**src/inc/smiu_consts.svh**
```systemverilog
// Purpose: Constants of the status-mode interrupt unit
// Assumes: Included by the package, by the top module and by the testbench
// Notes: Definitions only
`ifndef SMIU_CONSTS_SVH
`define SMIU_CONSTS_SVH

// Widths
`define SMIU_AW 4
`define SMIU_DW 16
`define SMIU_NLINE 16
`define SMIU_IW 4
`define SMIU_NPIN 33
`define SMIU_DIV_W 20
`define SMIU_IO_W 8
`define SMIU_MW 19

// Register offsets
`define SMIU_A_SM_MICRO 4'h0
`define SMIU_A_SM_MACRO 4'h1
`define SMIU_A_MASK_MICRO 4'h2
`define SMIU_A_MASK_MACRO 4'h3
`define SMIU_A_PEND_MICRO 4'h4
`define SMIU_A_PEND_MACRO 4'h5
`define SMIU_A_LIMIT 4'h6
`define SMIU_A_CLK_CTRL 4'h7
`define SMIU_A_VECTOR 4'h8
`define SMIU_A_PARITY 4'h9

// Reset values
`define SMIU_RST_WORD 16'h0000
`define SMIU_RST_LIMIT 16'h0001

// Status-mode bit positions
`define SMIU_B_TWOS 0
`define SMIU_B_MACRO_EN 0
`define SMIU_IO_LSB 8

// Interrupt line positions
`define SMIU_L_RTC 8
`define SMIU_L_PARITY 0

// Clock control bits (write: commands, read: status)
`define SMIU_C_LIM_EN 0
`define SMIU_C_LIM_DIS 1
`define SMIU_C_EVERY 2
`define SMIU_C_CLR_LIM 3
`define SMIU_C_CLR_LOST 4
`define SMIU_S_LIM_FLAG 5
`define SMIU_S_LOST 6

// Parity status bits
`define SMIU_P_ERR 0
`define SMIU_P_WORD 1
`define SMIU_P_PROT 2

// Memory word layout
`define SMIU_M_DPAR 16
`define SMIU_M_PROT 17
`define SMIU_M_PPAR 18
`define SMIU_PAR_ODD 1'b1

// Pin vector layout
`define SMIU_P_MICRO_LSB 0
`define SMIU_P_MACRO_LSB 16
`define SMIU_P_PROT_SW 32

// Real-time clock timing
`define SMIU_RTC_PER_NS 3300000
`define SMIU_CLK_NS 10

`endif

```
**src/inc/smiu_pkg.sv**
```systemverilog
// Purpose: Types of the status-mode interrupt unit
// Assumes: Header of constants is on the include path
// Notes: State of the top module is one packed struct
`include "smiu_consts.svh"

package smiu_pkg;

  typedef struct packed {
    logic [`SMIU_NPIN-1:0] s1;
    logic [`SMIU_NPIN-1:0] s2;
    logic [`SMIU_NPIN-1:0] s3;
    logic [`SMIU_NPIN-1:0] lvl;
    logic [`SMIU_DW-1:0] sm_micro;
    logic [`SMIU_DW-1:0] sm_macro;
    logic [`SMIU_DW-1:0] mask_micro;
    logic [`SMIU_DW-1:0] mask_macro;
    logic [`SMIU_NLINE-1:0] pend_micro;
    logic [`SMIU_NLINE-1:0] pend_macro;
    logic [`SMIU_DW-1:0] limit_n;
    logic [`SMIU_DW-1:0] tick_cnt;
    logic [`SMIU_DIV_W-1:0] div_cnt;
    logic lim_en;
    logic every_tick;
    logic lim_flag;
    logic lost_cnt;
    logic par_err;
    logic par_word;
    logic par_prot;
    logic rtc_tick;
    logic serv_valid;
    logic serv_micro;
    logic [`SMIU_IW-1:0] serv_index;
    logic [`SMIU_DW-1:0] rdata;
  } smiu_state_t;

endpackage

```
**src/smiu_prio_enc.sv**
```systemverilog
// Purpose: Priority encoder over masked interrupt lines
// Assumes: Line 0 has the highest priority
// Notes: Purely combinational
`timescale 1ns/100ps

module smiu_prio_enc #(
  parameter int N = 16,
  parameter int IW = 4
) (
  input wire logic [N-1:0] req,
  input wire logic [N-1:0] mask,
  output logic valid,
  output logic [IW-1:0] index
);

  logic [N-1:0] act;

  always_comb
  begin
    act = req & mask;
    valid = |act;
    index = '0;
    for (int i = N - 1; i >= 0; i--)
    begin
      if (act[i])
      begin
        index = IW'(i);
      end
    end
  end

endmodule

```
**src/smiu_top.sv**
```systemverilog
// Purpose: Status-mode registers, interrupt holding, masking and priority
// Assumes: One clock, asynchronous active-low master clear
// Notes: Request and switch pins pass a three-stage filter
`timescale 1ns/100ps
`include "smiu_consts.svh"

module smiu_top #(
  parameter int TICK_CYCLES = `SMIU_RTC_PER_NS / `SMIU_CLK_NS
) (
  input wire logic clk,
  input wire logic rstn,
  input wire logic [`SMIU_AW-1:0] addr,
  input wire logic [`SMIU_DW-1:0] wdata,
  input wire logic wr,
  input wire logic rd,
  output logic [`SMIU_DW-1:0] rdata,
  input wire logic [`SMIU_NLINE-1:0] micro_req,
  input wire logic [`SMIU_NLINE-1:0] macro_req,
  input wire logic protect_sw,
  input wire logic [`SMIU_DW-1:0] alu_result,
  input wire logic alu_ld_sm_micro,
  input wire logic alu_ld_sm_macro,
  input wire logic alu_ld_mask_micro,
  input wire logic alu_ld_mask_macro,
  input wire logic mem_chk,
  input wire logic [`SMIU_MW-1:0] mem_word,
  output logic serv_valid,
  output logic serv_micro,
  output logic [`SMIU_IW-1:0] serv_index,
  output logic twos_comp,
  output logic macro_int_en,
  output logic [`SMIU_IO_W-1:0] io_timing,
  output logic rtc_tick,
  output logic limit_flag,
  output logic lost_count,
  output logic parity_err
);

  localparam int DIVW = `SMIU_DIV_W;
  localparam logic [DIVW-1:0] TICK_M1 = DIVW'(TICK_CYCLES - 1);

  smiu_pkg::smiu_state_t st_reg;
  smiu_pkg::smiu_state_t st_next;

  logic [`SMIU_NPIN-1:0] pins;
  logic [`SMIU_NPIN-1:0] agree;
  logic [`SMIU_NLINE-1:0] micro_lvl;
  logic [`SMIU_NLINE-1:0] macro_lvl;
  logic [`SMIU_NLINE-1:0] micro_set;
  logic [`SMIU_NLINE-1:0] macro_set;
  logic [`SMIU_NLINE-1:0] micro_clr;
  logic [`SMIU_NLINE-1:0] macro_clr;
  logic [`SMIU_DW-1:0] tick_inc;
  logic tick;
  logic lim_evt;
  logic word_bad;
  logic prot_bad;
  logic prot_on;
  logic mi_valid;
  logic ma_valid;
  logic [`SMIU_IW-1:0] mi_index;
  logic [`SMIU_IW-1:0] ma_index;

  // Write select for one register
  function automatic logic wsel(input logic [`SMIU_AW-1:0] a);
    wsel = wr && (addr == a);
  endfunction

  assign pins = {protect_sw, macro_req, micro_req};

  // Micro group encoder
  smiu_prio_enc #(
    .N(`SMIU_NLINE),
    .IW(`SMIU_IW)
  ) u_enc_micro (
    .req(st_reg.pend_micro),
    .mask(st_reg.mask_micro),
    .valid(mi_valid),
    .index(mi_index)
  );

  // Macro group encoder
  smiu_prio_enc #(
    .N(`SMIU_NLINE),
    .IW(`SMIU_IW)
  ) u_enc_macro (
    .req(st_reg.pend_macro),
    .mask(st_reg.mask_macro),
    .valid(ma_valid),
    .index(ma_index)
  );

  always_comb
  begin
    st_next = st_reg;

    // Three-stage pin filter
    st_next.s1 = pins;
    st_next.s2 = st_reg.s1;
    st_next.s3 = st_reg.s2;
    agree = ~(st_reg.s2 ^ st_reg.s3);
    st_next.lvl = (agree & st_reg.s3) | (~agree & st_reg.lvl);
    micro_lvl = st_reg.lvl[`SMIU_P_MICRO_LSB +: `SMIU_NLINE];
    macro_lvl = st_reg.lvl[`SMIU_P_MACRO_LSB +: `SMIU_NLINE];
    prot_on = st_reg.lvl[`SMIU_P_PROT_SW];

    // Status-mode, mask and limit registers from the bus
    if (wsel(`SMIU_A_SM_MICRO))
    begin
      st_next.sm_micro = wdata;
    end
    if (wsel(`SMIU_A_SM_MACRO))
    begin
      st_next.sm_macro = wdata;
    end
    if (wsel(`SMIU_A_MASK_MICRO))
    begin
      st_next.mask_micro = wdata;
    end
    if (wsel(`SMIU_A_MASK_MACRO))
    begin
      st_next.mask_macro = wdata;
    end
    if (wsel(`SMIU_A_LIMIT))
    begin
      st_next.limit_n = wdata;
    end

    // ALU result loads take precedence over the bus
    if (alu_ld_sm_micro)
    begin
      st_next.sm_micro = alu_result;
    end
    if (alu_ld_sm_macro)
    begin
      st_next.sm_macro = alu_result;
    end
    if (alu_ld_mask_micro)
    begin
      st_next.mask_micro = alu_result;
    end
    if (alu_ld_mask_macro)
    begin
      st_next.mask_macro = alu_result;
    end

    // Clock divider for the periodic tick
    tick = (st_reg.div_cnt == TICK_M1);
    if (tick)
    begin
      st_next.div_cnt = '0;
    end
    else
    begin
      st_next.div_cnt = st_reg.div_cnt + DIVW'(1);
    end
    st_next.rtc_tick = tick;

    // Count of ticks up to the limit
    lim_evt = 1'b0;
    tick_inc = st_reg.tick_cnt + `SMIU_RST_LIMIT;
    if (tick)
    begin
      if (st_reg.every_tick || (tick_inc >= st_reg.limit_n))
      begin
        lim_evt = 1'b1;
        st_next.tick_cnt = `SMIU_RST_WORD;
      end
      else
      begin
        st_next.tick_cnt = tick_inc;
      end
    end

    // Limit commands and flag clears
    if (wsel(`SMIU_A_CLK_CTRL))
    begin
      if (wdata[`SMIU_C_LIM_EN])
      begin
        st_next.lim_en = 1'b1;
      end
      if (wdata[`SMIU_C_LIM_DIS])
      begin
        st_next.lim_en = 1'b0;
      end
      st_next.every_tick = wdata[`SMIU_C_EVERY];
      if (wdata[`SMIU_C_CLR_LIM])
      begin
        st_next.lim_flag = 1'b0;
      end
      if (wdata[`SMIU_C_CLR_LOST])
      begin
        st_next.lost_cnt = 1'b0;
      end
    end

    // Pending clears are write-one-to-clear
    micro_clr = wsel(`SMIU_A_PEND_MICRO) ? wdata : `SMIU_RST_WORD;
    macro_clr = wsel(`SMIU_A_PEND_MACRO) ? wdata : `SMIU_RST_WORD;
    if (macro_clr[`SMIU_L_RTC])
    begin
      st_next.lim_flag = 1'b0;
    end

    // Limit event raises the flag or records a lost count
    if (lim_evt && st_reg.lim_en)
    begin
      if (st_reg.lim_flag)
      begin
        st_next.lost_cnt = 1'b1;
      end
      else
      begin
        st_next.lim_flag = 1'b1;
      end
    end

    // Memory parity checks
    word_bad = mem_chk && ((^mem_word[`SMIU_M_DPAR:0]) != `SMIU_PAR_ODD);
    prot_bad = mem_chk && prot_on
      && ((^mem_word[`SMIU_M_PPAR:`SMIU_M_PROT]) != `SMIU_PAR_ODD);
    if (wsel(`SMIU_A_PARITY) && wdata[`SMIU_P_ERR])
    begin
      st_next.par_err = 1'b0;
      st_next.par_word = 1'b0;
      st_next.par_prot = 1'b0;
    end
    if (word_bad || prot_bad)
    begin
      st_next.par_err = 1'b1;
    end
    if (word_bad)
    begin
      st_next.par_word = 1'b1;
    end
    if (prot_bad)
    begin
      st_next.par_prot = 1'b1;
    end

    // Request latching; a set wins over a clear in the same cycle
    micro_set = micro_lvl;
    micro_set[`SMIU_L_RTC] = micro_lvl[`SMIU_L_RTC] | tick;
    macro_set = macro_lvl;
    macro_set[`SMIU_L_RTC] = macro_lvl[`SMIU_L_RTC] | (lim_evt && st_reg.lim_en);
    macro_set[`SMIU_L_PARITY] = macro_lvl[`SMIU_L_PARITY] | word_bad | prot_bad;
    st_next.pend_micro = (st_reg.pend_micro & ~micro_clr) | micro_set;
    st_next.pend_macro = (st_reg.pend_macro & ~macro_clr) | macro_set;

    // Service selection: micro first, macro only when enabled
    if (mi_valid)
    begin
      st_next.serv_valid = 1'b1;
      st_next.serv_micro = 1'b1;
      st_next.serv_index = mi_index;
    end
    else if (ma_valid && st_reg.sm_macro[`SMIU_B_MACRO_EN])
    begin
      st_next.serv_valid = 1'b1;
      st_next.serv_micro = 1'b0;
      st_next.serv_index = ma_index;
    end
    else
    begin
      st_next.serv_valid = 1'b0;
      st_next.serv_micro = 1'b0;
      st_next.serv_index = '0;
    end

    // Read data stand one cycle after the strobe only
    st_next.rdata = `SMIU_RST_WORD;
    if (rd)
    begin
      unique case (addr)
        `SMIU_A_SM_MICRO: st_next.rdata = st_reg.sm_micro;
        `SMIU_A_SM_MACRO: st_next.rdata = st_reg.sm_macro;
        `SMIU_A_MASK_MICRO: st_next.rdata = st_reg.mask_micro;
        `SMIU_A_MASK_MACRO: st_next.rdata = st_reg.mask_macro;
        `SMIU_A_PEND_MICRO: st_next.rdata = st_reg.pend_micro;
        `SMIU_A_PEND_MACRO: st_next.rdata = st_reg.pend_macro;
        `SMIU_A_LIMIT: st_next.rdata = st_reg.limit_n;
        `SMIU_A_CLK_CTRL:
        begin
          st_next.rdata[`SMIU_C_LIM_EN] = st_reg.lim_en;
          st_next.rdata[`SMIU_C_EVERY] = st_reg.every_tick;
          st_next.rdata[`SMIU_S_LIM_FLAG] = st_reg.lim_flag;
          st_next.rdata[`SMIU_S_LOST] = st_reg.lost_cnt;
        end
        `SMIU_A_VECTOR:
          st_next.rdata = {mi_valid, ma_valid, 6'h00, ma_index, mi_index};
        `SMIU_A_PARITY:
        begin
          st_next.rdata[`SMIU_P_ERR] = st_reg.par_err;
          st_next.rdata[`SMIU_P_WORD] = st_reg.par_word;
          st_next.rdata[`SMIU_P_PROT] = st_reg.par_prot;
        end
        default: st_next.rdata = `SMIU_RST_WORD;
      endcase
    end
  end

  always_ff @(posedge clk or negedge rstn)
  begin
    if (!rstn)
    begin
      st_reg <= '0;
      st_reg.limit_n <= `SMIU_RST_LIMIT;
    end
    else
    begin
      st_reg <= st_next;
    end
  end

  // Outputs straight from the state register
  assign rdata = st_reg.rdata;
  assign serv_valid = st_reg.serv_valid;
  assign serv_micro = st_reg.serv_micro;
  assign serv_index = st_reg.serv_index;
  assign twos_comp = st_reg.sm_micro[`SMIU_B_TWOS];
  assign macro_int_en = st_reg.sm_macro[`SMIU_B_MACRO_EN];
  assign io_timing = st_reg.sm_micro[`SMIU_IO_LSB +: `SMIU_IO_W];
  assign rtc_tick = st_reg.rtc_tick;
  assign limit_flag = st_reg.lim_flag;
  assign lost_count = st_reg.lost_cnt;
  assign parity_err = st_reg.par_err;

endmodule

```
**config.mk**
```make
export PLATFORM = sky130hd
export DESIGN_NAME = smiu_top
export DESIGN_NICKNAME = d
export VERILOG_FILES = /design/src/inc/smiu_pkg.sv /design/src/smiu_prio_enc.sv /design/src/smiu_top.sv
export VERILOG_INCLUDE_DIRS = /design/src /design/src/inc
export SDC_FILE = /design/constraint.sdc
export NUM_CORES = 1
export LEC_CHECK = 0
export ABC_AREA = 1
export BUFFER_PORTS_ARGS = -buffer_cell sky130_fd_sc_hd__buf_2
export CORE_MARGIN = 10
export CORE_UTILIZATION = 59
export DETAILED_ROUTE_END_ITERATION = 7
export MAX_ROUTING_LAYER = met4
export PLACE_DENSITY = 0.8
export SETUP_SLACK_MARGIN = 0.4
export SLEW_MARGIN = 30
export SYNTH_ARGS = -nofsm -noshare
export SYNTH_HDL_FRONTEND = slang
export SYNTH_SLANG_ARGS = --single-unit
export TNS_END_PERCENT = 20
```
**constraint.sdc**
```tcl
create_clock -name clk -period 3.8 [get_ports clk]
set_clock_uncertainty 0.05 [all_clocks]
set_input_delay 0.38 -clock clk [delete_from_list [all_inputs] [get_ports clk]]
set_output_delay 0.38 -clock clk [all_outputs]
set_load 0.05 [all_outputs]
```
* After elaboration in Yosys (flattened, before gate mapping) *
Cells that the tools add are included.

storage, ports and cells
  flip-flop bits (word level) = 310
  output and inout bits = 36
  word-level logic and storage cells = 157

cells by class
  $add $sub $neg = 2
  $lt $le $gt $ge = 1
  equality and inequality tests = 10
  muxes and demuxes = 68
  bitwise operators = 20
  reductions and logical operators = 31

operator list
  cell                   number
  $mux 16                12
  $mux 4                 32
  $pmux 9 s8             1
  $and 33x33->33         2
  $not 33->33            2
  $and 16x16->16         4
  $or 33x33->33          1
  $xor 33x33->33         1
  $not 16->16            2
  $or 16x16->16          2
  $reduce_or 16->1       2
  $add 20x1->20 const B  1
  $eq 20x19->1 const B   1
  $mux 20                1
  $pmux 1 s10            2
  $pmux 2 s9             1
  $reduce_xor 17->1      1
  $add 16x1->16 const B  1
  $eq 4x3->1 const B     4
  $ge 16x16->1           1
  $pmux 2 s8             1
  $reduce_bool 2->1      8
  $logic_and 1x1->1      15
  $mux 1                 12
  other kinds (13)       22

* Logic depth before layout (Yosys ltp) *
Gate-level depths: netlist of the first run.

  depth in word-level cells = 19
  mapped depth = 21
  mapped depth without buffers = 20

* Modules after synthesis *
Synthesis of the first run repeated with hierarchy kept, for this count alone.

second synthesis, totals
  cell total of the unflattened synthesis = 1,523
  area total of the unflattened synthesis = 13,943.4 µm²

modules (own cells, without submodules)
  module         instances  cells each  area each (µm²)  sequential area each (µm²)
  smiu_top       1          1,413       13,417.9         7,758.7
  smiu_prio_enc  2          55          262.8            0.0

* Least setup slack after synthesis of the first run *
Ideal clock, no wire load.

  path type = reg-to-reg
  from = register st_reg[50] in the netlist's numbering
  to = register st_reg, in the netlist lost_count
  setup time = 0.120 ns
  arrival = 2.700 ns
  required time = 3.630 ns
  setup slack = 0.929 ns
  stages on the path, launching flop included = 20
  path buffers = 1
  path through = dfrtp_1 ha_1 nand2_1 nor2_2 nand2_1 nor2_2 inv_2 nor3_4 inv_2 nor2_4 nand4_2 xnor2_2 ha_1 nand2_1 nor2_1 a2111oi_0 nand2_1 buf_2 nand3_1 nand2_1

RTL lines
  item                    line             source
  start, declared         smiu_top.sv:42   smiu_pkg::smiu_state_t st_reg;
  start signal, assigned  smiu_top.sv:311  st_reg <= st_next;

* Worst setup path after layout of the first run *
  from = register st_reg[50] in the netlist's numbering
  to = register st_reg[51] in the netlist's numbering

on the way
  cells in the longest elaborated chain, start to end = 4

ends and longest elaborated chain
  item                         line             source
  $add 16x1->16 (no line) (*)  --
  $ge 16x16->1                 smiu_top.sv:164  if (st_reg.every_tick || (tick_inc >= st_reg.limit_n))
  $logic_or 1x1->1             smiu_top.sv:164
  $mux 16 (*)                  smiu_top.sv:164

Mark *: on every way between the ends. The rest lies on a longest branch, timed or not.
A chain may end at the register's enable or synchronous reset.

==> metrics.md, run 1 <==
| Metric | Value |
|---|---|
| First-pass GRT wire length | `57.39 mm` |
| Fin Setup TNS | `0 ns` |
| Die X-Extent | `170.5 um` |
| Mapped Cells | `1396` |
| Largest net degree at the start of global routing | `106` |
| Nets | `1669` |
| Antenna violation net count after detailed routing | `0` |
| Number of cell rows | `55` |
| GPL Wtd Cong | `0.9774` |
| WL/cell | `19.58 um` |
| Core Area | `22430 um^2` |
| Area Growth Syn to Fin | `18.00%` |
| Starting Density | `59.56%` |
| Finished Layout Cells | `1867` |
| Layout Utilization | `70.28%` |
| CP Class | `register to register` |
| PortBufs | `132` |
| Sequential fraction of the synthesis area | `58.06%` |
| Tot Pwr | `0.008123 W` |
| Lkg Pwr | `7.560 nW` |
| PD cells | `515.2 nW/um^2` |
| Maximum clock path buffer count | `3` |
| DR iter-0 viols | `1238` |
| Clk_lat worst skew | `0.52 ns` |
| Worst path max stage delay | `0.40 ns` |
| FMAX | `0.3305 GHz` |
| CTS tree | `done` |
| Run status | `finished, final reports clean` |
| Yosys cell types | `49` |
| Worst Path Max Fanout | `14` |
| DRT Wirelength | `36.56 mm` |
| Top cell type by total area after synthesis | `dfrtp_1` |
| Syn_area_per_cell | `9.572 um^2` |
| CTS buffer count | `34` |
| Overflow left after global routing | `0` |
| Critical Path RT | `4.17 ns` |
| Share of layout cells above drive strength 1 | `15.72%` |
| Mapped Nets | `1511` |
| Die area | `29070 um^2` |
| Synthesized cell area | `13360 um^2` |
| Critical path launch point | `st_reg[50]` |
| Worst setup SP type | `register` |
| Initial DRT Pass Iterations | `7` |
| Synth warn | `0` |
| Vias per inst | `5.716` |
| I/O pin cnt | `133` |
| Tmin final | `3.026 ns` |
| Max cap viols | `0` |
| Hold_sp | `wdata[1]` |
| Top post-synthesis cells by area | `dfrtp_1 (58%), nand2_1 (9.0%), inv_1 (4.9%)` |
| Vias in the first global route | `10570` |
| Most frequent cells in the layout | `nand2_1 (318), dfrtp_1 (309), inv_1 (174)` |
| FF-to-FF setup slack | `0.77 ns` |
| Critical Path Sink Type | `register` |
| Crit path cell chain | `ha_1, nand2_1, nor2_2, nand2_1, nor2_2, inv_2, nor3_4, inv_2, nor2_4, nand4_2, xnor2_2, ha_1, nand2_1, nor2_1, a2111oi_2, nand2_1, buf_4, o21ai_1` |
| DR vias | `10670` |
| Most common cell after layout, fill and taps aside | `nand2_1` |
| Worst path buffer plus inverter count | `3` |
| Number of cells on the worst reg-to-reg path | `18` |
| Flops & latches, synth | `310` |
| DP HPWL | `25.24 mm` |
| RSZ-0062 raised after global routing | `false` |
| Ys async rst share | `100.0%` |
| CTS clock-pin slew for the worst setup and hold paths | `0.06 ns` |
| Pins Over Slew Limit | `0` |
| FF-to-FF Start | `st_reg[50]` |
| Worst reg2reg endpoint | `st_reg[51]` |
| Synth Flop Type | `dfrtp_1` |
| Placed cells | `1767` |
| Post-synth top area share | `57.87%` |
| Period Utilization, post-route | `79.63%` |
| Worst hold stages | `2` |
| Die Y-Extent | `170.5 um` |
| CTS sink count | `310` |
| Final number of setup-violating endpoints | `0` |
| Worst EP arrival | `3.39 ns` |
| Hold Fails Final Rpt | `0` |
| CTS H-tree lvls | `2` |
| Max-slew headroom | `43.63%` |
| Worst hold path class | `input port to register` |
| CP delay by family, top | `simple AND/OR/NAND/NOR gates` |
| Number of synthesized flops with an enable pin | `0` |
| Hold_ws | `0.06531 ns` |
| Worst-Margin Slew | `0.8446 ns` |
| VDD IR max | `0.5106 mV` |
| WHS Endpoint | `st_reg[29]` |
| GRT Total Usage | `26.10%` |
| Clk Tree Root Cell | `clkbuf_16` |
| Most frequent CP cell | `nand2_1` |
| Residual DRC | `0` |
| Initial antenna violation count | `4` |
| Crit path max-delay cell type | `dfrtp_1` |
[synth_stat cells (all sizes together) (5+ instances only)]
master and number:
a31oi 20, o22ai 26, o211ai 45, a221oi 8
buf 43, nand2 319, ha 18, nor4 6
clkbuf 24, a21oi 22, nor3 15, nand3 25
a211oi 5, xor2 19, maj3 33, a2111oi 5
nor2 81, o21ai 132, inv 186, nand4 8
dfrtp 309, xnor2 19
[cells by family (layout without fill, tap and decap cells)]
group           count (synthesis)  in the layout  synth area share (%)
compound gates                284            284                 12.87
buf+inv                       254            436                 8.062
flops                         310            310                 58.06
other cells                     0              4                     0
fa+ha+maj                      51             51                 4.157
xor+xnor                       38             38                 2.547
simple gates                  459            459                 14.30
[stage by stage]
step                setup slack [ns]  cell area, um^2
CTS                           0.5763            15730
global route                  0.4138            15770
finish                        0.7739            15770
global placement              0.7572            14210
detailed placement            0.6498            14210
floorplan                     0.9294            13360
[what timing repair did]
action                                  in CTS  in global routing
endpoints found under the setup margin       0                 19
endpoints found under the hold margin      133                  0
hold buffers                                34                  0
setup buffers                                0                  2
gates resized for setup                      0                  2
[worst max-delay path by stage]
stage,to,slack [ns],cells after the start
after floorplan,lost_count,0.93,19
after global placement,st_reg[64],0.76,19
after detailed placement,st_reg[51],0.65,18
after CTS,st_reg[51],0.58,18
after global routing,st_reg[51],0.41,19
final,st_reg[51],0.77,18
[area by class of cell]
| type | count | area (um^2) |
|---|---|---|
| tap | 285 | 356.6 |
| antenna | 4 | 10.01 |
| clock inverter | 11 | 166.4 |
| multi-input combinational | 832 | 4547 |
| fill | 1684 | 6666 |
| timing repair buffer | 189 | 1209 |
| inverter | 187 | 701.9 |
| clock buffer | 49 | 1018 |
| sequential | 310 | 7759 |
[layer usage]
| metal | up-vias | routed length (um) | track usage [%] |
|---|---|---|---|
| met4 | 0 | 1665 | 11.94 |
| met2 | 577 | 16410 | 39.38 |
| met1 | 5090 | 14910 | 33.29 |
| li1 | 4881 | - | - |
| met5 | - | 0 | - |
| met3 | 124 | 3575 | 5.853 |
[power by group]
group | internal, W | switching (W) | leakage (nW)
combinational | 0.000322 | 0.000684 | 3.34
sequential | 0.00354 | 0.000139 | 3.64
clock | 0.00214 | 0.00130 | 0.587
total | 0.00600 | 0.00213 | 7.56
(Power assumes the default switching activity.)
==> run 2, diff against run 1 <==
- CORE_UTILIZATION: 59 -> 53
- PLACE_DENSITY: 0.8 -> 0.76
- clock period: 3.8 -> 2.7 ns (I/O delays scaled with it)
==> metrics.md, run 2 (synthesized netlist as in run 1, its figures left out) <==
| Metric | Value |
|---|---|
| Die X-Extent | `178.8 um (was 170.5 um)` |
| VDD IR max | `0.6023 mV (was 0.5106 mV)` |
| CP delay by family, top | `simple AND/OR/NAND/NOR gates (unchanged)` |
| Nets | `1717 (was 1669)` |
| FF-to-FF setup slack | `-0.35 ns (was 0.77 ns)` |
| Worst Path Max Fanout | `3 (was 14)` |
| Fillers | `1957 (was 1684)` |
| Maximum clock path buffer count | `3 (unchanged)` |
| Worst setup SP type | `register (unchanged)` |
| DP HPWL | `25.68 mm (was 25.24 mm)` |
| FF-to-FF Start | `st_reg[51] (was st_reg[50])` |
| Stages on the worst setup path | `15 (was 18)` |
| Crit path max-delay cell type | `a2111oi_4 (was dfrtp_1)` |
| Worst-Margin Slew | `0.7885 ns (was 0.8446 ns)` |
| Area Growth Syn to Fin | `22.76% (was 18.00%)` |
| Share of total power in the clock network | `41.8% (was 42.4%)` |
| Worst EP arrival | `3.39 ns (about the same)` |
| Hold_sp | `alu_result[7] (was wdata[1])` |
| Crit path cell chain | `buf_6, nand2_4, nor2_4, nand3_2, nor3_4, nand4_2, nor3_4, nand2_1, xor2_1, ha_1, a2111oi_4, nand2_2, buf_4, nand3_1, nand2_1 (was ha_1, nand2_1, nor2_2, nand2_1, nor2_2, inv_2, nor3_4, inv_2, nor2_4, nand4_2, xnor2_2, ha_1, nand2_1, nor2_1, a2111oi_2, nand2_1, buf_4, o21ai_1)` |
| Worst path buffer plus inverter count | `2 (was 3)` |
| Worst reg2reg endpoint | `lost_count (was st_reg[51])` |
| Clk_lat worst skew | `0.52 ns (about the same)` |
| Worst hold stages | `3 (was 2)` |
| Largest net degree at the start of global routing | `81 (was 106)` |
| Starting Density | `53.53% (was 59.56%)` |
| Share of layout cells above drive strength 1 | `18.43% (was 15.72%)` |
| Max-slew headroom | `47.38% (was 43.63%)` |
| Hold_ws | `0.009113 ns (was 0.06531 ns)` |
| Most common cell after layout, fill and taps aside | `nand2_1 (unchanged)` |
| Initial DRT Pass Iterations | `5 (was 7)` |
| Vias per inst | `5.525 (was 5.716)` |
| Layout Utilization | `65.71% (was 70.28%)` |
| Cell area after layout | `16400 um^2 (was 15770 um^2)` |
| Die Y-Extent | `178.8 um (was 170.5 um)` |
| Net Switching | `0.003060 W (was 0.002126 W)` |
| RSZ-0062 raised after global routing | `true (was false)` |
| DR iter-0 viols | `1030 (was 1238)` |
| Run status | `finished, violations left (was finished, final reports clean)` |
| Pint | `0.008422 W (was 0.005997 W)` |
| Vias in the first global route | `11050 (was 10570)` |
| First-pass GRT wire length | `58.59 mm (was 57.39 mm)` |
| GRT Total Usage | `24.05% (was 26.10%)` |
| Worst Slack Setup Final | `-0.3510 ns (was 0.7739 ns)` |
| Critical Path RT | `3.04 ns (was 4.17 ns)` |
| CTS tree | `done (unchanged)` |
| CP Class | `register to register (unchanged)` |
| PortBufs | `132 (unchanged)` |
| Die area | `31960 um^2 (was 29070 um^2)` |
| Critical Path Sink Type | `register (unchanged)` |
| I/O pin cnt | `133 (unchanged)` |
| CTS buffer count | `34 (unchanged)` |
| Failing checks | `setup timing` |
| Number of cells on the worst reg-to-reg path | `15 (was 18)` |
| Area of the multi-input gates | `4678 um^2 (was 4547 um^2)` |
| CTS clock-pin slew for the worst setup and hold paths | `0.06 ns (about the same)` |
| Max cap viols | `0 (unchanged)` |
| Post-DP Area | `14470 um^2 (was 14210 um^2)` |
| WL/cell | `18.96 um (was 19.58 um)` |
| DR vias | `10850 (was 10670)` |
| Lkg Pwr | `7.845 nW (was 7.560 nW)` |
| Fin Setup TNS | `-5.922 ns (was 0 ns)` |
| Final number of setup-violating endpoints | `19 (was 0)` |
| FMAX | `0.3278 GHz (was 0.3305 GHz)` |
| Residual DRC | `0 (unchanged)` |
| Clk Tree Root Cell | `clkbuf_16 (unchanged)` |
| Seq. cell area | `7759 um^2 (unchanged)` |
| Sequential Power Share | `45.0% (was 45.3%)` |
| Core Area | `24960 um^2 (was 22430 um^2)` |
| Most frequent cells in the layout | `nand2_1 (316), dfrtp_1 (309), inv_1 (173) (was nand2_1 (318), dfrtp_1 (309), inv_1 (174))` |
| Number of cell rows | `58 (was 55)` |
| Net Sw Frac | `26.65% (was 26.17%)` |
| Antenna violation net count after detailed routing | `0 (unchanged)` |
| GPL Wtd Cong | `1.018 (was 0.9774)` |
| Tmin final | `3.051 ns (was 3.026 ns)` |
| DRT Wirelength | `37.22 mm (was 36.56 mm)` |
| Worst hold path class | `input port to register (unchanged)` |
| Pins Over Slew Limit | `0 (unchanged)` |
| WHS Endpoint | `st_reg[137] (was st_reg[29])` |
| Period Utilization, post-route | `113.0% (was 79.63%)` |
| Gate power share | `13.2% (was 12.4%)` |
| Overflow left after global routing | `0 (unchanged)` |
| Initial antenna violation count | `5 (was 4)` |
| Worst path max stage delay | `0.41 ns (was 0.40 ns)` |
| CTS H-tree lvls | `2 (unchanged)` |
| PD cells | `699.9 nW/um^2 (was 515.2 nW/um^2)` |
| Hold Fails Final Rpt | `0 (unchanged)` |
| CTS sink count | `310 (unchanged)` |
==> run 2: cell count changes in the layout (fill, tap and decap cells not counted), moves of 3 or more <==
cell | previous run | this run
buf_4 | 21 | 46
o21ai_1 | 14 | 4
dlygate4sd3_1 | 34 | 52
clkbuf_1 | 5 | 9
o21ai_2 | 4 | 14
clkinv_2 | 4 | 1
o22ai_2 | 0 | 4
o22ai_1 | 26 | 21
==> run 2: worst max path at each step <==
stage,to,slack [ns],startpoint
3_3_place_gp,st_reg[62],-0.12,st_reg[50]
2_1_floorplan,lost_count,-0.16,st_reg[50]
3_5_place_dp,st_reg[60],-0.25,st_reg[50]
5_1_grt,limit_flag,-0.51,st_reg[50]
6_report,lost_count,-0.35,st_reg[51]
4_1_cts,st_reg[60],-0.12,st_reg[50]
==> run 2: power groups by stage <==
stage	clock network (W)	logic [W]	registers (W)
finish	0.00480	0.00151	0.00517
global route	0.00507	0.00166	0.00520
CTS	0.00487	0.00146	0.00516
detailed placement	0	0.00137	0.00524
global placement	0	0.00134	0.00523
floorplan	0	0.000857	0.00522
==> run 2: what timing repair did <==
| item | in CTS | in global routing |
|---|---|---|
| buffers inserted | 1 | 6 |
| endpoints found under the setup margin | 19 | 20 |
| hold buffers | 52 | 0 |
| resized for setup | 3 | 32 |
| gates cloned | 0 | 1 |
| pin swaps | 1 | 7 |
| endpoints found under the hold margin | 126 | 0 |
==> run 2: cell type report <==
type | instances | area share, %
flip-flops and latches | 310 | 47.30
multi-input cells | 832 | 28.52
repair buffers | 237 | 10.17
clock buffers | 50 | 5.980
inverters | 187 | 4.279
well taps | 330 | 2.517
clock inverters | 12 | 1.167
diodes | 5 | 0.07627
==> run 2: routing by layer <==
metal	GRT usage (%)	wire, um	vias up
met5	-	0	-
met4	11.57	1774	0
li1	-	-	4979
met2	35.68	16660	528
met1	30.81	15260	5223
met3	5.476	3527	115
==> run 2: worst register-to-register path, stage by stage, from the launching register on <==
cell,delay [ns]
dfrtp_1,0.38
buf_6,0.12
nand2_4,0.05
nor2_4,0.12
nand3_2,0.11
nor3_4,0.21
nand4_2,0.15
nor3_4,0.23
nand2_1,0.10
xor2_1,0.18
ha_1,0.37
a2111oi_4,0.41
nand2_2,0.17
buf_4,0.17
nand3_1,0.06
nand2_1,0.06
==> run 2: per-stage QoR <==
step	power, W	setup slack (ns)	std cells
5_1_grt	0.01194	-0.5105	1963
3_5_place_dp	0.006613	-0.2542	1836
2_1_floorplan	0.006079	-0.1572	1396
6_report	0.01148	-0.3510	1963
3_3_place_gp	0.006570	-0.1190	1836
4_1_cts	0.01149	-0.1157	1951
==> run 3, diff against run 2 <==
- PLACE_DENSITY: 0.76 -> 0.74
- RECOVER_POWER: unset -> 100
==> metrics.md, run 3 (synthesized netlist as in run 1, its figures left out) <==
| Metric | Value |
|---|---|
| Run status | `finished, violations left (unchanged)` |
| Failing checks | `capacitance limit, slew limit, setup timing (was setup timing)` |
| Number of cells on the worst reg-to-reg path | `21 (was 15)` |
| Antenna violation net count after detailed routing | `0 (unchanged)` |
| CTS tree | `done (unchanged)` |
| First-pass GRT wire length | `59.69 mm (was 58.59 mm)` |
| Largest net degree at the start of global routing | `74 (was 81)` |
| Critical Path Sink Type | `register (unchanged)` |
| Clk_lat worst skew | `0.52 ns (about the same)` |
| Wire length on met2 | `17.69 mm (was 16.66 mm)` |
| PD cells | `691.1 nW/um^2 (was 699.9 nW/um^2)` |
| FF-to-FF Start | `st_reg[50] (was st_reg[51])` |
| Core Area | `24960 um^2 (unchanged)` |
| Critical path launch point | `st_reg[50] (was st_reg[51])` |
| Worst reg2reg endpoint | `limit_flag (was lost_count)` |
| Most common cell after layout, fill and taps aside | `nand2_1 (unchanged)` |
| Fin Setup TNS | `-5.530 ns (was -5.922 ns)` |
| Most frequent CP cell | `nand2_2` |
| CP Class | `register to register (unchanged)` |
| Seq. cell area | `7759 um^2 (unchanged)` |
| CTS sink count | `310 (unchanged)` |
| GRT Total Usage | `24.79% (was 24.05%)` |
| DRT Wirelength | `38.35 mm (was 37.22 mm)` |
| Tmin final | `3.001 ns (was 3.051 ns)` |
| Fillers | `2040 (was 1957)` |
| Share of layout cells above drive strength 1 | `14.20% (was 18.43%)` |
| Hold_sp | `wdata[2] (was alu_result[7])` |
| CTS buffer count | `35 (was 34)` |
| PortBufs | `132 (unchanged)` |
| Vias per inst | `5.475 (was 5.525)` |
| FF-to-FF setup slack | `-0.30 ns (was -0.35 ns)` |
| FMAX | `0.3332 GHz (was 0.3278 GHz)` |
| Starting Density | `53.53% (unchanged)` |
| Max layer used | `met4 (unchanged)` |
| Worst Path Max Fanout | `3 (unchanged)` |
| Die Y-Extent | `178.8 um (unchanged)` |
| Critical Path RT | `3.05 ns (was 3.04 ns)` |
| Worst hold stages | `3 (unchanged)` |
| Wire length on met3 | `3.650 mm (was 3.527 mm)` |
| VDD IR max | `0.5737 mV (was 0.6023 mV)` |
| I/O pin cnt | `133 (unchanged)` |
| Vias in the first global route | `10960 (was 11050)` |
| WL/cell | `19.51 um (was 18.96 um)` |
| Worst EP arrival | `3.35 ns (was 3.39 ns)` |
| Lkg Pwr | `7.639 nW (was 7.845 nW)` |
| GPL Wtd Cong | `0.9609 (was 1.018)` |
| Area of the multi-input gates | `4588 um^2 (was 4678 um^2)` |
| Hold Fails Final Rpt | `0 (unchanged)` |
| Number of cell rows | `58 (unchanged)` |
| Initial antenna violation count | `2 (was 5)` |
| Routed metal-1 wirelength | `15.77 mm (was 15.26 mm)` |
| DP HPWL | `25.93 mm (was 25.68 mm)` |
| Area Growth Syn to Fin | `20.86% (was 22.76%)` |
| Max cap viols | `2 (was 0)` |
| Overflow left after global routing | `0 (unchanged)` |
| Tot Pwr | `0.01116 W (was 0.01148 W)` |
| Period Utilization, post-route | `111.2% (was 113.0%)` |
| DR iter-0 viols | `1108 (was 1030)` |
| Worst Slack Setup Final | `-0.3011 ns (was -0.3510 ns)` |
| CTS clock-pin slew for the worst setup and hold paths | `0.06 ns (about the same)` |
| CTS H-tree lvls | `2 (unchanged)` |
| Die area | `31960 um^2 (unchanged)` |
| WHS Endpoint | `st_reg[164] (was st_reg[137])` |
| Die X-Extent | `178.8 um (unchanged)` |
| Initial DRT Pass Iterations | `7 (was 5)` |
| RSZ-0062 raised after global routing | `true (unchanged)` |
| Crit path max-delay cell type | `dfrtp_1 (was a2111oi_4)` |
| DR vias | `10760 (was 10850)` |
| Pins Over Slew Limit | `107 (was 0)` |
| Max-slew headroom | `-25.93% (was 47.38%)` |
| Crit path cell chain | `ha_2, nand2_2, nor2_4, nand2_2, nor2_4, inv_2, nor3_4, inv_2, nor2_4, buf_6, buf_6, nand4_4, xnor2_2, ha_1, nand2_2, nor2_2, a2111oi_2, nand2_2, buf_4, nand3_1, nand2_1 (was buf_6, nand2_4, nor2_4, nand3_2, nor3_4, nand4_2, nor3_4, nand2_1, xor2_1, ha_1, a2111oi_4, nand2_2, buf_4, nand3_1, nand2_1)` |
| Residual DRC | `0 (unchanged)` |
| Most frequent cells in the layout | `nand2_1 (315), dfrtp_1 (309), inv_1 (179) (was nand2_1 (316), dfrtp_1 (309), inv_1 (173))` |
| Worst path max stage delay | `0.37 ns (was 0.41 ns)` |
| Maximum clock path buffer count | `3 (unchanged)` |
| Worst setup SP type | `register (unchanged)` |
| Worst hold path class | `input port to register (unchanged)` |
| Final number of setup-violating endpoints | `22 (was 19)` |
| Clk Tree Root Cell | `clkbuf_16 (unchanged)` |
| Nets | `1725 (was 1717)` |
| Worst-Margin Slew | `1.889 ns (was 0.7885 ns)` |
-- run 3: cell types whose count changed in the layout (fill, tap and decap cells not counted), moves of 5 or more --
cell / change
clkbuf_1: +44
inv_1: +6
buf_6: +10
inv_2: -7
buf_4: -14
clkinv_2: +9
o21ai_2: -8
buf_2: -40
nor2_1: +5
nor2_2: -5
o21ai_0: +5
-- run 3: worst max-delay path, delay by kind of cell, from the launching register on --
kind / cells / cell delay, ns
AOI/OAI and AO/OA: 1 / 0.24
xor gates and xnor gates: 1 / 0.16
adders and majority gates: 2 / 0.49
buffers and inverters: 5 / 0.48
DFF: 1 / 0.37
and+or+nand+nor: 12 / 1.09
-- run 3: worst max-delay path by stage --
stage                 end  slack [ns]  depth (start not counted)
6_report       limit_flag       -0.30                         21
5_1_grt        st_reg[65]       -0.45                         21
4_1_cts        limit_flag       -0.14                         22
3_5_place_dp   st_reg[51]       -0.19                         21
3_3_place_gp   st_reg[62]       -0.13                         19
2_1_floorplan  lost_count       -0.16                         19
-- run 3: per-stage QoR --
stage	instances	hold slack (ns)	area (um^2)	setup slack (ns)	util, %
finish	1966	0.01208	16150	-0.3011	64.70
global placement	1832	0.2325	14440	-0.1340	57.84
global route	1966	0.01103	16150	-0.4483	64.70
floorplan	1396	-0.07559	13370	-0.1572	-
detailed placement	1832	0.2257	14440	-0.1897	57.84
CTS	1960	0.00009542	16230	-0.1441	65.01
-- run 3: power breakdown --
part	switching, W	total (W)	internal, W
logic	0.00100	0.00148	0.000473
clock network	0.00188	0.00451	0.00263
registers	0.000191	0.00517	0.00498
-- run 3: final cells by class --
type	count	share of cell area (%)
Clock buffer	47	6.260
Multi-Input combinational cell	832	28.41
Inverter	187	4.346
Tap cell	330	2.557
Sequential cell	310	48.04
Timing Repair Buffer	244	9.831
Antenna cell	2	0.03099
Clock inverter	14	0.5268
-- run 3: metal layers --
| metal | vias to the layer above | track usage [%] |
|---|---|---|
| li1 | 4978 | - |
| met1 | 5153 | 31.23 |
| met2 | 542 | 37.89 |
| met3 | 91 | 6.592 |
| met4 | 0 | 9.266 |
| met5 | - | - |
-- run 3: repair_timing --
action,4_1_cts,5_1_grt
pin swaps,1,7
gates cloned,1,0
setup endpoints to repair,19,19
buffers inserted,10,4
hold buffers,56,0
resized for setup,14,18
hold endpoints to repair,122,0
